### src/rtl/hop_sizing_pkg.sv
// Constants, types and helper functions for the hop slot sizing block.
//
// Contract
// - With one slot the base slot payload is capped at 105 bytes.
// - Each slot beyond the first lowers that cap by three bytes.
// - Base transmit buffer is base slot size plus nine, at most 114.
// - Each buffered message costs nine header bytes plus its payload.
// - Messages sent per hop never exceed the messages-per-hop limit.
// - A protocol message goes out whole; slots must hold the longest.
// - Child slot size is common, at most 109; buffer nine more, max 118.
// - Child slot size is computed locally, never configured directly.
// - Hop duration equals slots*(80*child+2440)+80*base+3280 microseconds.
// - Hop duration is rounded up to a whole multiple of 500 us.
// - Reset gives base 40 bytes, three slots, 20 ms, child 25 bytes.
// - Slot count limits children per hop; message limit is per node.
// - Only the base configures slot count; others adopt the base value.
// - Slot counts from one up to eight are accepted.
// - Base keeps a remote's slot reserved for gaps below the lease.
// - Grouped messages are protocol messages, all held before sending.
// - Messages-per-hop limit resets to eight.
package hop_sizing_pkg;

	localparam logic [6:0] SLOT_MAX_ONE = 7'd105;
	localparam logic [6:0] SLOT_STEP = 7'd3;
	localparam logic [6:0] HDR_BYTES = 7'd9;
	localparam logic [6:0] BASE_BUF_MAX = 7'd114;
	localparam logic [6:0] CHILD_MAX = 7'd109;
	localparam logic [6:0] CHILD_BUF_MAX = 7'd118;
	localparam logic [3:0] SLOTS_MIN = 4'd1;
	localparam logic [3:0] SLOTS_MAX = 4'd8;
	localparam logic [17:0] HOP_PER_BYTE = 18'd80;
	localparam logic [17:0] HOP_SLOT_OVH = 18'd2440;
	localparam logic [17:0] HOP_FIXED = 18'd3280;
	localparam logic [17:0] HOP_STEP_US = 18'd500;
	localparam int RST_HOP_MS = 20;
	localparam logic [17:0] RST_HOP_US = 18'(RST_HOP_MS * 1000);
	localparam logic [6:0] RST_BASE_SLOT = 7'd40;
	localparam logic [3:0] RST_SLOTS = 4'd3;
	localparam logic [6:0] RST_CHILD_SLOT = 7'd25;
	localparam logic [7:0] RST_MPH = 8'd8;
	localparam logic [7:0] RST_LEASE = 8'd4;

	localparam logic [7:0] OFS_BASE_SLOT = 8'h00;
	localparam logic [7:0] OFS_SLOT_COUNT = 8'h04;
	localparam logic [7:0] OFS_HOP_DUR = 8'h08;
	localparam logic [7:0] OFS_MSG_LIMIT = 8'h0C;
	localparam logic [7:0] OFS_LEASE = 8'h10;
	localparam logic [7:0] OFS_NODE_MODE = 8'h14;
	localparam logic [7:0] OFS_CHILD_SLOT = 8'h18;
	localparam logic [7:0] OFS_BUF_STAT = 8'h1C;
	localparam logic [7:0] OFS_RESERVED = 8'h20;
	localparam logic [7:0] OFS_REQ_HD = 8'h24;

	typedef struct packed {
		logic [7:0] addr;
		logic [31:0] wdata;
		logic we;
		logic re;
	} reg_req_type;

	typedef struct packed {
		logic valid;
		logic protocol;
		logic [6:0] len;
	} msg_req_type;

	typedef struct packed {
		logic valid;
		logic [2:0] id;
	} child_req_type;

	// Largest base slot allowed for a given slot count.
	function automatic logic [6:0] base_slot_cap(input logic [3:0] slots);
		base_slot_cap = SLOT_MAX_ONE
				- 7'(SLOT_STEP * 7'(slots - SLOTS_MIN));
	endfunction

	// Rounds a hop duration up to the next step boundary.
	function automatic logic [17:0] hop_round(input logic [17:0] dur);
		hop_round = 18'(((dur + HOP_STEP_US - 18'd1) / HOP_STEP_US)
				* HOP_STEP_US);
	endfunction

	// Hop duration for a slot count, base size and child size.
	function automatic logic [17:0] hop_formula(input logic [3:0] slots,
			input logic [6:0] base, input logic [6:0] child);
		hop_formula = 18'(slots)
				* (HOP_PER_BYTE * 18'(child) + HOP_SLOT_OVH)
				+ HOP_PER_BYTE * 18'(base) + HOP_FIXED;
	endfunction

endpackage

### src/rtl/child_slot_solver.sv
// Solves the hop-duration relation for the child slot size.
`timescale 1ns/1ps
module child_slot_solver
	import hop_sizing_pkg::*;
(
	input wire logic [17:0] hop_duration_us,
	input wire logic [3:0] slot_count,
	input wire logic [6:0] base_slot_size,
	output logic [6:0] child_slot_size
);

	logic [17:0] base_part;
	logic [17:0] per_slot;
	logic [17:0] raw;

	always_comb begin
		base_part = HOP_PER_BYTE * 18'(base_slot_size) + HOP_FIXED;
		per_slot = 18'd0;
		raw = 18'd0;
		// Short hops leave no room; the child size then reads zero.
		if (hop_duration_us > base_part && slot_count != 4'd0) begin
			per_slot = (hop_duration_us - base_part) / 18'(slot_count);
			if (per_slot > HOP_SLOT_OVH) begin
				raw = (per_slot - HOP_SLOT_OVH) / HOP_PER_BYTE;
			end
		end
		if (raw > 18'(CHILD_MAX)) begin
			child_slot_size = CHILD_MAX;
		end else begin
			child_slot_size = raw[6:0];
		end
	end

endmodule

### src/rtl/hop_slot_sizing.sv
// Per-hop slot sizing, transmit buffer admission and slot lease tracking.
//
// Our own choices: the address-and-strobe port and the register offsets.
`timescale 1ns/1ps
module hop_slot_sizing
	import hop_sizing_pkg::*;
(
	input wire logic core_clk,
	input wire logic sys_rst,
	input wire reg_req_type reg_req,
	output logic [31:0] reg_rdata,
	input wire logic hop_tick,
	input wire logic tx_start,
	input wire msg_req_type msg_req,
	output logic msg_ready,
	input wire logic beacon_valid,
	input wire logic [3:0] beacon_slot_count,
	output logic [3:0] dist_slot_count,
	input wire child_req_type child_req,
	output logic child_grant,
	output logic [6:0] child_slot_size,
	output logic [6:0] tx_buffer_size
);

	typedef struct packed {
		logic is_base;
		logic [6:0] base_slot;
		logic [3:0] slots;
		logic [17:0] hop_us;
		logic [7:0] mph;
		logic [7:0] lease;
		logic [6:0] child_slot;
		logic [7:0] used;
		logic [7:0] count;
		logic tx_open;
		logic [7:0] reserved;
		logic [7:0][7:0] left;
		logic [31:0] rdata;
		logic [3:0] dist_slots;
		logic [6:0] buf_size;
	} state_type;

	state_type cur;
	state_type next_cur;
	logic [6:0] solved_child;
	logic [6:0] slot_limit;
	logic [7:0] cap;
	logic [7:0] need;
	logic [3:0] reserved_count;
	logic [3:0] w_slots;
	logic [6:0] w_base;
	logic [17:0] w_hop;

	child_slot_solver solver (
		.hop_duration_us(cur.hop_us),
		.slot_count(cur.slots),
		.base_slot_size(cur.base_slot),
		.child_slot_size(solved_child)
	);

	// Counts the slots currently held by leases.
	function automatic logic [3:0] ones(input logic [7:0] v);
		ones = 4'd0;
		for (int i = 0; i < 8; i++) begin
			ones = ones + 4'(v[i]);
		end
	endfunction

	// Clamps a slot count into the accepted range.
	function automatic logic [3:0] slots_clamp(input logic [31:0] v);
		if (v < 32'(SLOTS_MIN)) begin
			slots_clamp = SLOTS_MIN;
		end else if (v > 32'(SLOTS_MAX)) begin
			slots_clamp = SLOTS_MAX;
		end else begin
			slots_clamp = v[3:0];
		end
	endfunction

	// Limits a base slot request to what the slot count allows.
	function automatic logic [6:0] base_clamp(input logic [31:0] v,
			input logic [3:0] slots);
		if (v > 32'(base_slot_cap(slots))) begin
			base_clamp = base_slot_cap(slots);
		end else begin
			base_clamp = v[6:0];
		end
	endfunction

	// Transmit buffer for a role: its slot plus one header, capped.
	// The same function feeds admission and the registered size, so the
	// size shown never lags the room that admission really uses.
	function automatic logic [7:0] buf_cap(input logic base,
			input logic [6:0] base_slot, input logic [6:0] child_slot);
		if (base) begin
			buf_cap = 8'(base_slot) + 8'(HDR_BYTES);
			if (buf_cap > 8'(BASE_BUF_MAX)) begin
				buf_cap = 8'(BASE_BUF_MAX);
			end
		end else begin
			buf_cap = 8'(child_slot) + 8'(HDR_BYTES);
			if (buf_cap > 8'(CHILD_BUF_MAX)) begin
				buf_cap = 8'(CHILD_BUF_MAX);
			end
		end
	endfunction

	always_comb begin
		next_cur = cur;
		w_slots = cur.slots;
		w_base = cur.base_slot;
		w_hop = cur.hop_us;

		// Slot payload and buffer for this node's role.
		slot_limit = cur.is_base ? cur.base_slot : cur.child_slot;
		cap = buf_cap(cur.is_base, cur.base_slot, cur.child_slot);
		need = cur.used + 8'(HDR_BYTES) + 8'(msg_req.len);

		// A message is taken only if it fits whole, is a protocol message,
		// arrives no later than the tx_start cycle of this hop, and stays within
		// the per-hop message limit.
		msg_ready = cur.tx_open
				&& msg_req.protocol
				&& msg_req.len <= slot_limit
				&& need <= cap
				&& cur.count < cur.mph;

		// A child keeps its slot while leased; a new child only gets one if
		// fewer slots are held than the slot count allows.
		reserved_count = ones(cur.reserved);
		child_grant = cur.is_base && child_req.valid
				&& (cur.reserved[child_req.id]
				|| 4'(reserved_count) < cur.slots);

		if (msg_req.valid && msg_ready) begin
			next_cur.used = need;
			next_cur.count = cur.count + 8'd1;
		end
		if (tx_start) begin
			next_cur.tx_open = 1'b0;
		end

		// Lease bookkeeping: the reservation survives gaps below the lease.
		if (hop_tick) begin
			for (int i = 0; i < 8; i++) begin
				if (cur.left[i] != 8'd0) begin
					next_cur.left[i] = cur.left[i] - 8'd1;
				end
				if (cur.left[i] <= 8'd1) begin
					next_cur.reserved[i] = 1'b0;
				end
			end
		end
		if (child_grant && child_req.valid) begin
			next_cur.reserved[child_req.id] = 1'b1;
			next_cur.left[child_req.id] = cur.lease;
		end

		// New hop: buffers empty and admission reopens.
		if (hop_tick) begin
			next_cur.used = 8'd0;
			next_cur.count = 8'd0;
			next_cur.tx_open = 1'b1;
		end

		// A remote follows the slot count heard from its base.
		if (!cur.is_base && beacon_valid) begin
			w_slots = slots_clamp(32'(beacon_slot_count));
		end

		if (reg_req.we) begin
			case (reg_req.addr)
				OFS_BASE_SLOT: begin
					w_base = base_clamp(reg_req.wdata, cur.slots);
				end
				OFS_SLOT_COUNT: begin
					if (cur.is_base) begin
						w_slots = slots_clamp(reg_req.wdata);
					end
				end
				OFS_HOP_DUR: begin
					w_hop = hop_round(reg_req.wdata[17:0]);
				end
				OFS_MSG_LIMIT: begin
					next_cur.mph = reg_req.wdata[7:0];
				end
				OFS_LEASE: begin
					next_cur.lease = reg_req.wdata[7:0];
				end
				OFS_NODE_MODE: begin
					next_cur.is_base = reg_req.wdata[0];
				end
				default: begin
				end
			endcase
		end

		// More slots shrink the base slot allowance, so the stored size
		// is pulled down whenever the slot count grows past it.
		next_cur.slots = w_slots;
		next_cur.base_slot = base_clamp(32'(w_base), w_slots);
		next_cur.hop_us = w_hop;
		next_cur.child_slot = solved_child;
		next_cur.dist_slots = w_slots;
		next_cur.buf_size = 7'(buf_cap(next_cur.is_base,
				next_cur.base_slot, next_cur.child_slot));

		next_cur.rdata = 32'h0000_0000;
		if (reg_req.re) begin
			case (reg_req.addr)
				OFS_BASE_SLOT: begin
					next_cur.rdata = 32'(cur.base_slot);
				end
				OFS_SLOT_COUNT: begin
					next_cur.rdata = 32'(cur.slots);
				end
				OFS_HOP_DUR: begin
					next_cur.rdata = 32'(cur.hop_us);
				end
				OFS_MSG_LIMIT: begin
					next_cur.rdata = 32'(cur.mph);
				end
				OFS_LEASE: begin
					next_cur.rdata = 32'(cur.lease);
				end
				OFS_NODE_MODE: begin
					next_cur.rdata = 32'(cur.is_base);
				end
				OFS_CHILD_SLOT: begin
					next_cur.rdata = 32'(cur.child_slot);
				end
				OFS_BUF_STAT: begin
					next_cur.rdata = {7'd0, cur.tx_open, cur.count,
							cur.used, 1'b0, cap[6:0]};
				end
				OFS_RESERVED: begin
					next_cur.rdata = 32'(cur.reserved);
				end
				OFS_REQ_HD: begin
					next_cur.rdata = 32'(hop_round(hop_formula(cur.slots,
							cur.base_slot, cur.child_slot)));
				end
				default: begin
					next_cur.rdata = 32'h0000_0000;
				end
			endcase
		end
	end

	always_ff @(posedge core_clk) begin
		if (sys_rst) begin
			cur <= '0;
			cur.base_slot <= RST_BASE_SLOT;
			cur.slots <= RST_SLOTS;
			cur.hop_us <= RST_HOP_US;
			cur.child_slot <= RST_CHILD_SLOT;
			cur.mph <= RST_MPH;
			cur.lease <= RST_LEASE;
			cur.tx_open <= 1'b1;
			cur.dist_slots <= RST_SLOTS;
			cur.buf_size <= RST_CHILD_SLOT + HDR_BYTES;
		end else begin
			cur <= next_cur;
		end
	end

	assign reg_rdata = cur.rdata;
	assign dist_slot_count = cur.dist_slots;
	assign child_slot_size = cur.child_slot;
	assign tx_buffer_size = cur.buf_size;

endmodule

### config.mk
export PLATFORM = sky130hd
export DESIGN_NAME = hop_slot_sizing
export DESIGN_NICKNAME = d
export VERILOG_FILES = /design/src/rtl/hop_sizing_pkg.sv /design/src/rtl/child_slot_solver.sv /design/src/rtl/hop_slot_sizing.sv
export SDC_FILE = /design/constraint.sdc
export NUM_CORES = 1
export LEC_CHECK = 0
export BUFFER_PORTS_ARGS = -buffer_cell sky130_fd_sc_hd__buf_2
export CAP_MARGIN = 30
export CORE_MARGIN = 5
export CORE_UTILIZATION = 30
export CTS_CLUSTER_SIZE = 12
export DETAILED_ROUTE_END_ITERATION = 8
export SYNTH_ARGS = -nofsm -noshare
export SYNTH_HDL_FRONTEND = slang
export SYNTH_SLANG_ARGS = --single-unit
### constraint.sdc
create_clock -name core_clk -period 49.6 [get_ports core_clk]
set_input_delay 12.4 -clock core_clk [delete_from_list [all_inputs] [get_ports core_clk]]
set_output_delay 12.4 -clock core_clk [all_outputs]
set_load 0.02 [all_outputs]
==> flow_summary.yaml <==
outcome:
  run_status: "finished clean"
drt:
  num_vias: 27300
  drt_pass1_iterations: 6
  antenna_violating_nets_post_route: 0
  finalWirelength_um: 86800
  dr.first_iter.drc_count: 2278
  drc: 0
  drt-vias-per-instance: 5.40
  avgRoutedWirePerCell_um: 17.1
clock_network:
  cts_setup_buffers: 0
  tritoncts_clock_tree: "done"
  clk_pin_slew_ps: 70
  clock_tree.htree_level_count: 4
  cts.root.buffer_cell: "sky130_fd_sc_hd__clkbuf_16"
  cts_buffers: 17
  numClockSinks: 172
  post_cts.resized_instances: 0
  cts-hold-fix-buffers: 0
  clock_insertion_delay_at_the_later_pin_of_the_skew_report_ps: 460
  max-clock-path-buffers: 2
sta:
  minimum_period_implied_by_the_final_worst_setup_slack_ps: 45280
  maxClockFrequency_mhz: 22.1
  timing.final.hold_violations: 0
  skew_ps: 13.9
  final.period_utilization_pct: 91.3
  timing_worst_slew_pin_value_ps: 1030
  normalized_max_slew_margin_pct: 30.6
  finalSetupViolations: 0
  final-max-slew-violation-count: 0
grt:
  grt-ovfl-total: 0
  grt_start_max_net_pins: 83
  gr-usage-all-layers_pct: 16.4
  grt_antenna_before_repair: 6
  first_pass_grt_wire_length_um: 138000
  number_of_global_route_vias_before_repair: 25300
yosys:
  seq_area_frac_synth_pct: 12.1
  synthesis.area_um2: 28600
  flip_flop_cell_with_the_highest_count_after_synthesis: "sky130_fd_sc_hd__dfxtp_1"
  synthesis.area_per_instance_um2: 7.54
  synth_seq_cells: 172
  synthCells: 3787
  synth_warnings: 0
  postSynth.asyncResetShare_pct: 0
  synth_cell_types: 132
  synth_enable_flop_cells: 0
setup_path:
  crit_path_kind: "reg -> reg"
  cpPeakStageDelay_ps: 590
  critical_path.n_buffers_inverters: 4
  highest_delay_cell_along_the_critical_path: "sky130_fd_sc_hd__dfxtp_1"
  cp_data_required_time_ps: 49950
  crit_top_cell: "sky130_fd_sc_hd__ha_1"
  cp.arrival_ps: 45630
  critPathLaunchType: "flop"
  r2r_start: "cur[180]$_SDFF_PP1_"
  crit-reg2reg-capture: "tx_buffer_size[2]$_SDFF_PP0_"
  ff2ff_path_depth: 193
  crit_family: "compound AO/OA/AOI/OAI gates"
  reg2reg_setup_slack_ps: 4320
  crit_path_max_fanout: 16
  crit_path_end_kind: "flop"
finish:
  instances_no_fill: 5061
  design.final.nets: 4248
  final.fill_count: 10200
  flow.area_growth_from_synthesis_pct: 7.67
  design_area_um2: 30700
  mostFrequentLayoutCell: "sky130_fd_sc_hd__nor2_1"
  proportion_of_layout_cells_with_a_drive_suffix_above_1_pct: 8.28
  mostFrequentLayoutCells: "sky130_fd_sc_hd__nor2_1, sky130_fd_sc_hd__nand2_1, sky130_fd_sc_hd__ha_1"
place:
  final_weighted_congestion_of_routability_driven_global_placement: 0.922
  i_o_buffers: 108
  hpwl_um: 69300
  placed_cells: 5025
  placed_area_um2: 30100
hold_path:
  holdPathStages: 2
  hold_path_end: "cur[152]$_SDFFE_PP0P_"
  timing.hold.worst.start: "cur[152]$_SDFFE_PP0P_"
  holdCritPathClass: "reg -> reg"
floorplan:
  boundaryPins: 116
  die-height_um: 319
  core_area_um2: 94700
  initial_core_util_pct: 30.1
  die_area_um2: 101000
  chipWidth_um: 319
  core.rowCount: 113
run:
  maxCapViolCount: 0
sequential cells by signal (all words and copies together), names as in the netlist:
register,flops
reg_rdata,25
child_slot_size,7
dist_slot_count,4
cur,129
tx_buffer_size,7
tightest hold or removal path, cell delays in order (launching register included):
cell	delay (ps)
sky130_fd_sc_hd__dfxtp_1	320
sky130_fd_sc_hd__nand2_1	60
sky130_fd_sc_hd__a21oi_1	50
metal layers:
metal  track usage (%)  routed length, um  vias up
met1              23.1              41100    12900
met5                 0                 12        -
met2              26.1              38300      785
li1                  -                  -    13500
met3              2.21               4820      126
met4              4.65               2520        2
cells by family (layout without fill, tap and decap cells):
logic type	Yosys count	after routing	synth area share (%)
compound gates	960	960	23.2
xor+xnor	277	277	8.55
fa+ha+maj	416	416	20.8
buf+inv	476	473	7.07
flops	172	172	12.1
mux	128	128	4.71
other cells	2	14	0.0263
simple gates	1356	1356	23.5
cell usage after synthesis, types with 36 or more instances:
cell type,n,area share (%)
sky130_fd_sc_hd__fa_1,103,7.2
sky130_fd_sc_hd__inv_1,293,3.9
sky130_fd_sc_hd__a21oi_1,259,4.5
sky130_fd_sc_hd__buf_4,53,1.4
sky130_fd_sc_hd__nor3_1,125,2.2
sky130_fd_sc_hd__nor2_1,398,5.2
sky130_fd_sc_hd__nand3_1,95,1.7
sky130_fd_sc_hd__clkbuf_1,101,1.3
sky130_fd_sc_hd__ha_1,301,13
sky130_fd_sc_hd__a21o_1,57,1.5
sky130_fd_sc_hd__xor2_1,91,2.8
sky130_fd_sc_hd__nand4_1,40,0.88
sky130_fd_sc_hd__and2_1,57,1.2
sky130_fd_sc_hd__a211oi_1,62,1.6
sky130_fd_sc_hd__dfxtp_1,172,12
sky130_fd_sc_hd__o21ai_0,143,2.5
sky130_fd_sc_hd__nand2_1,327,4.3
sky130_fd_sc_hd__xnor2_1,184,5.6
sky130_fd_sc_hd__o21a_1,49,1.3
sky130_fd_sc_hd__mux2i_1,88,3.1
sky130_fd_sc_hd__nand2b_1,57,1.2
sky130_fd_sc_hd__nor4_1,36,0.79
final cells by class:
| cell class | count | area (um^2) | share of cell area [%] |
|---|---|---|---|
| antenna | 3 | 7.51 | 0.0244 |
| clock buffer | 19 | 433 | 1.41 |
| multi-input combinational | 3148 | 23200 | 75.5 |
| clock inverter | 13 | 154 | 0.501 |
| timing repair buffer | 143 | 806 | 2.62 |
| sequential | 172 | 3440 | 11.2 |
| tap | 1265 | 1580 | 5.15 |
| inverter | 298 | 1120 | 3.64 |
per-stage QoR:
step	setup TNS [ps]	worst slack, ps	hold WS, ps	util [%]
final	0	4320	475	32.5
after global routing	-15.7	-13.8	506	32.5
after CTS	0	2770	478	32.4
after detailed placement	0	2940	469	31.7
after global placement	0	4050	454	31.7
after floorplan	0	9160	440	-
worst max-delay path by stage:
stage	depth (start not counted)	slack, ps	from	to
after floorplan	205	9160	cur[178]$_SDFF_PP0_	tx_buffer_size[2]$_SDFF_PP0_
after global placement	192	4050	cur[180]$_SDFF_PP1_	tx_buffer_size[2]$_SDFF_PP0_
after detailed placement	194	2940	cur[180]$_SDFF_PP1_	tx_buffer_size[2]$_SDFF_PP0_
after CTS	194	2770	cur[180]$_SDFF_PP1_	tx_buffer_size[2]$_SDFF_PP0_
after global routing	194	-10	cur[180]$_SDFF_PP1_	tx_buffer_size[0]$_SDFF_PP0_
final	193	4320	cur[180]$_SDFF_PP1_	tx_buffer_size[2]$_SDFF_PP0_
Power is left out: the tool's default activity adds up to more than one toggle a clock period on the data nets, which glitch-free logic cannot reach.
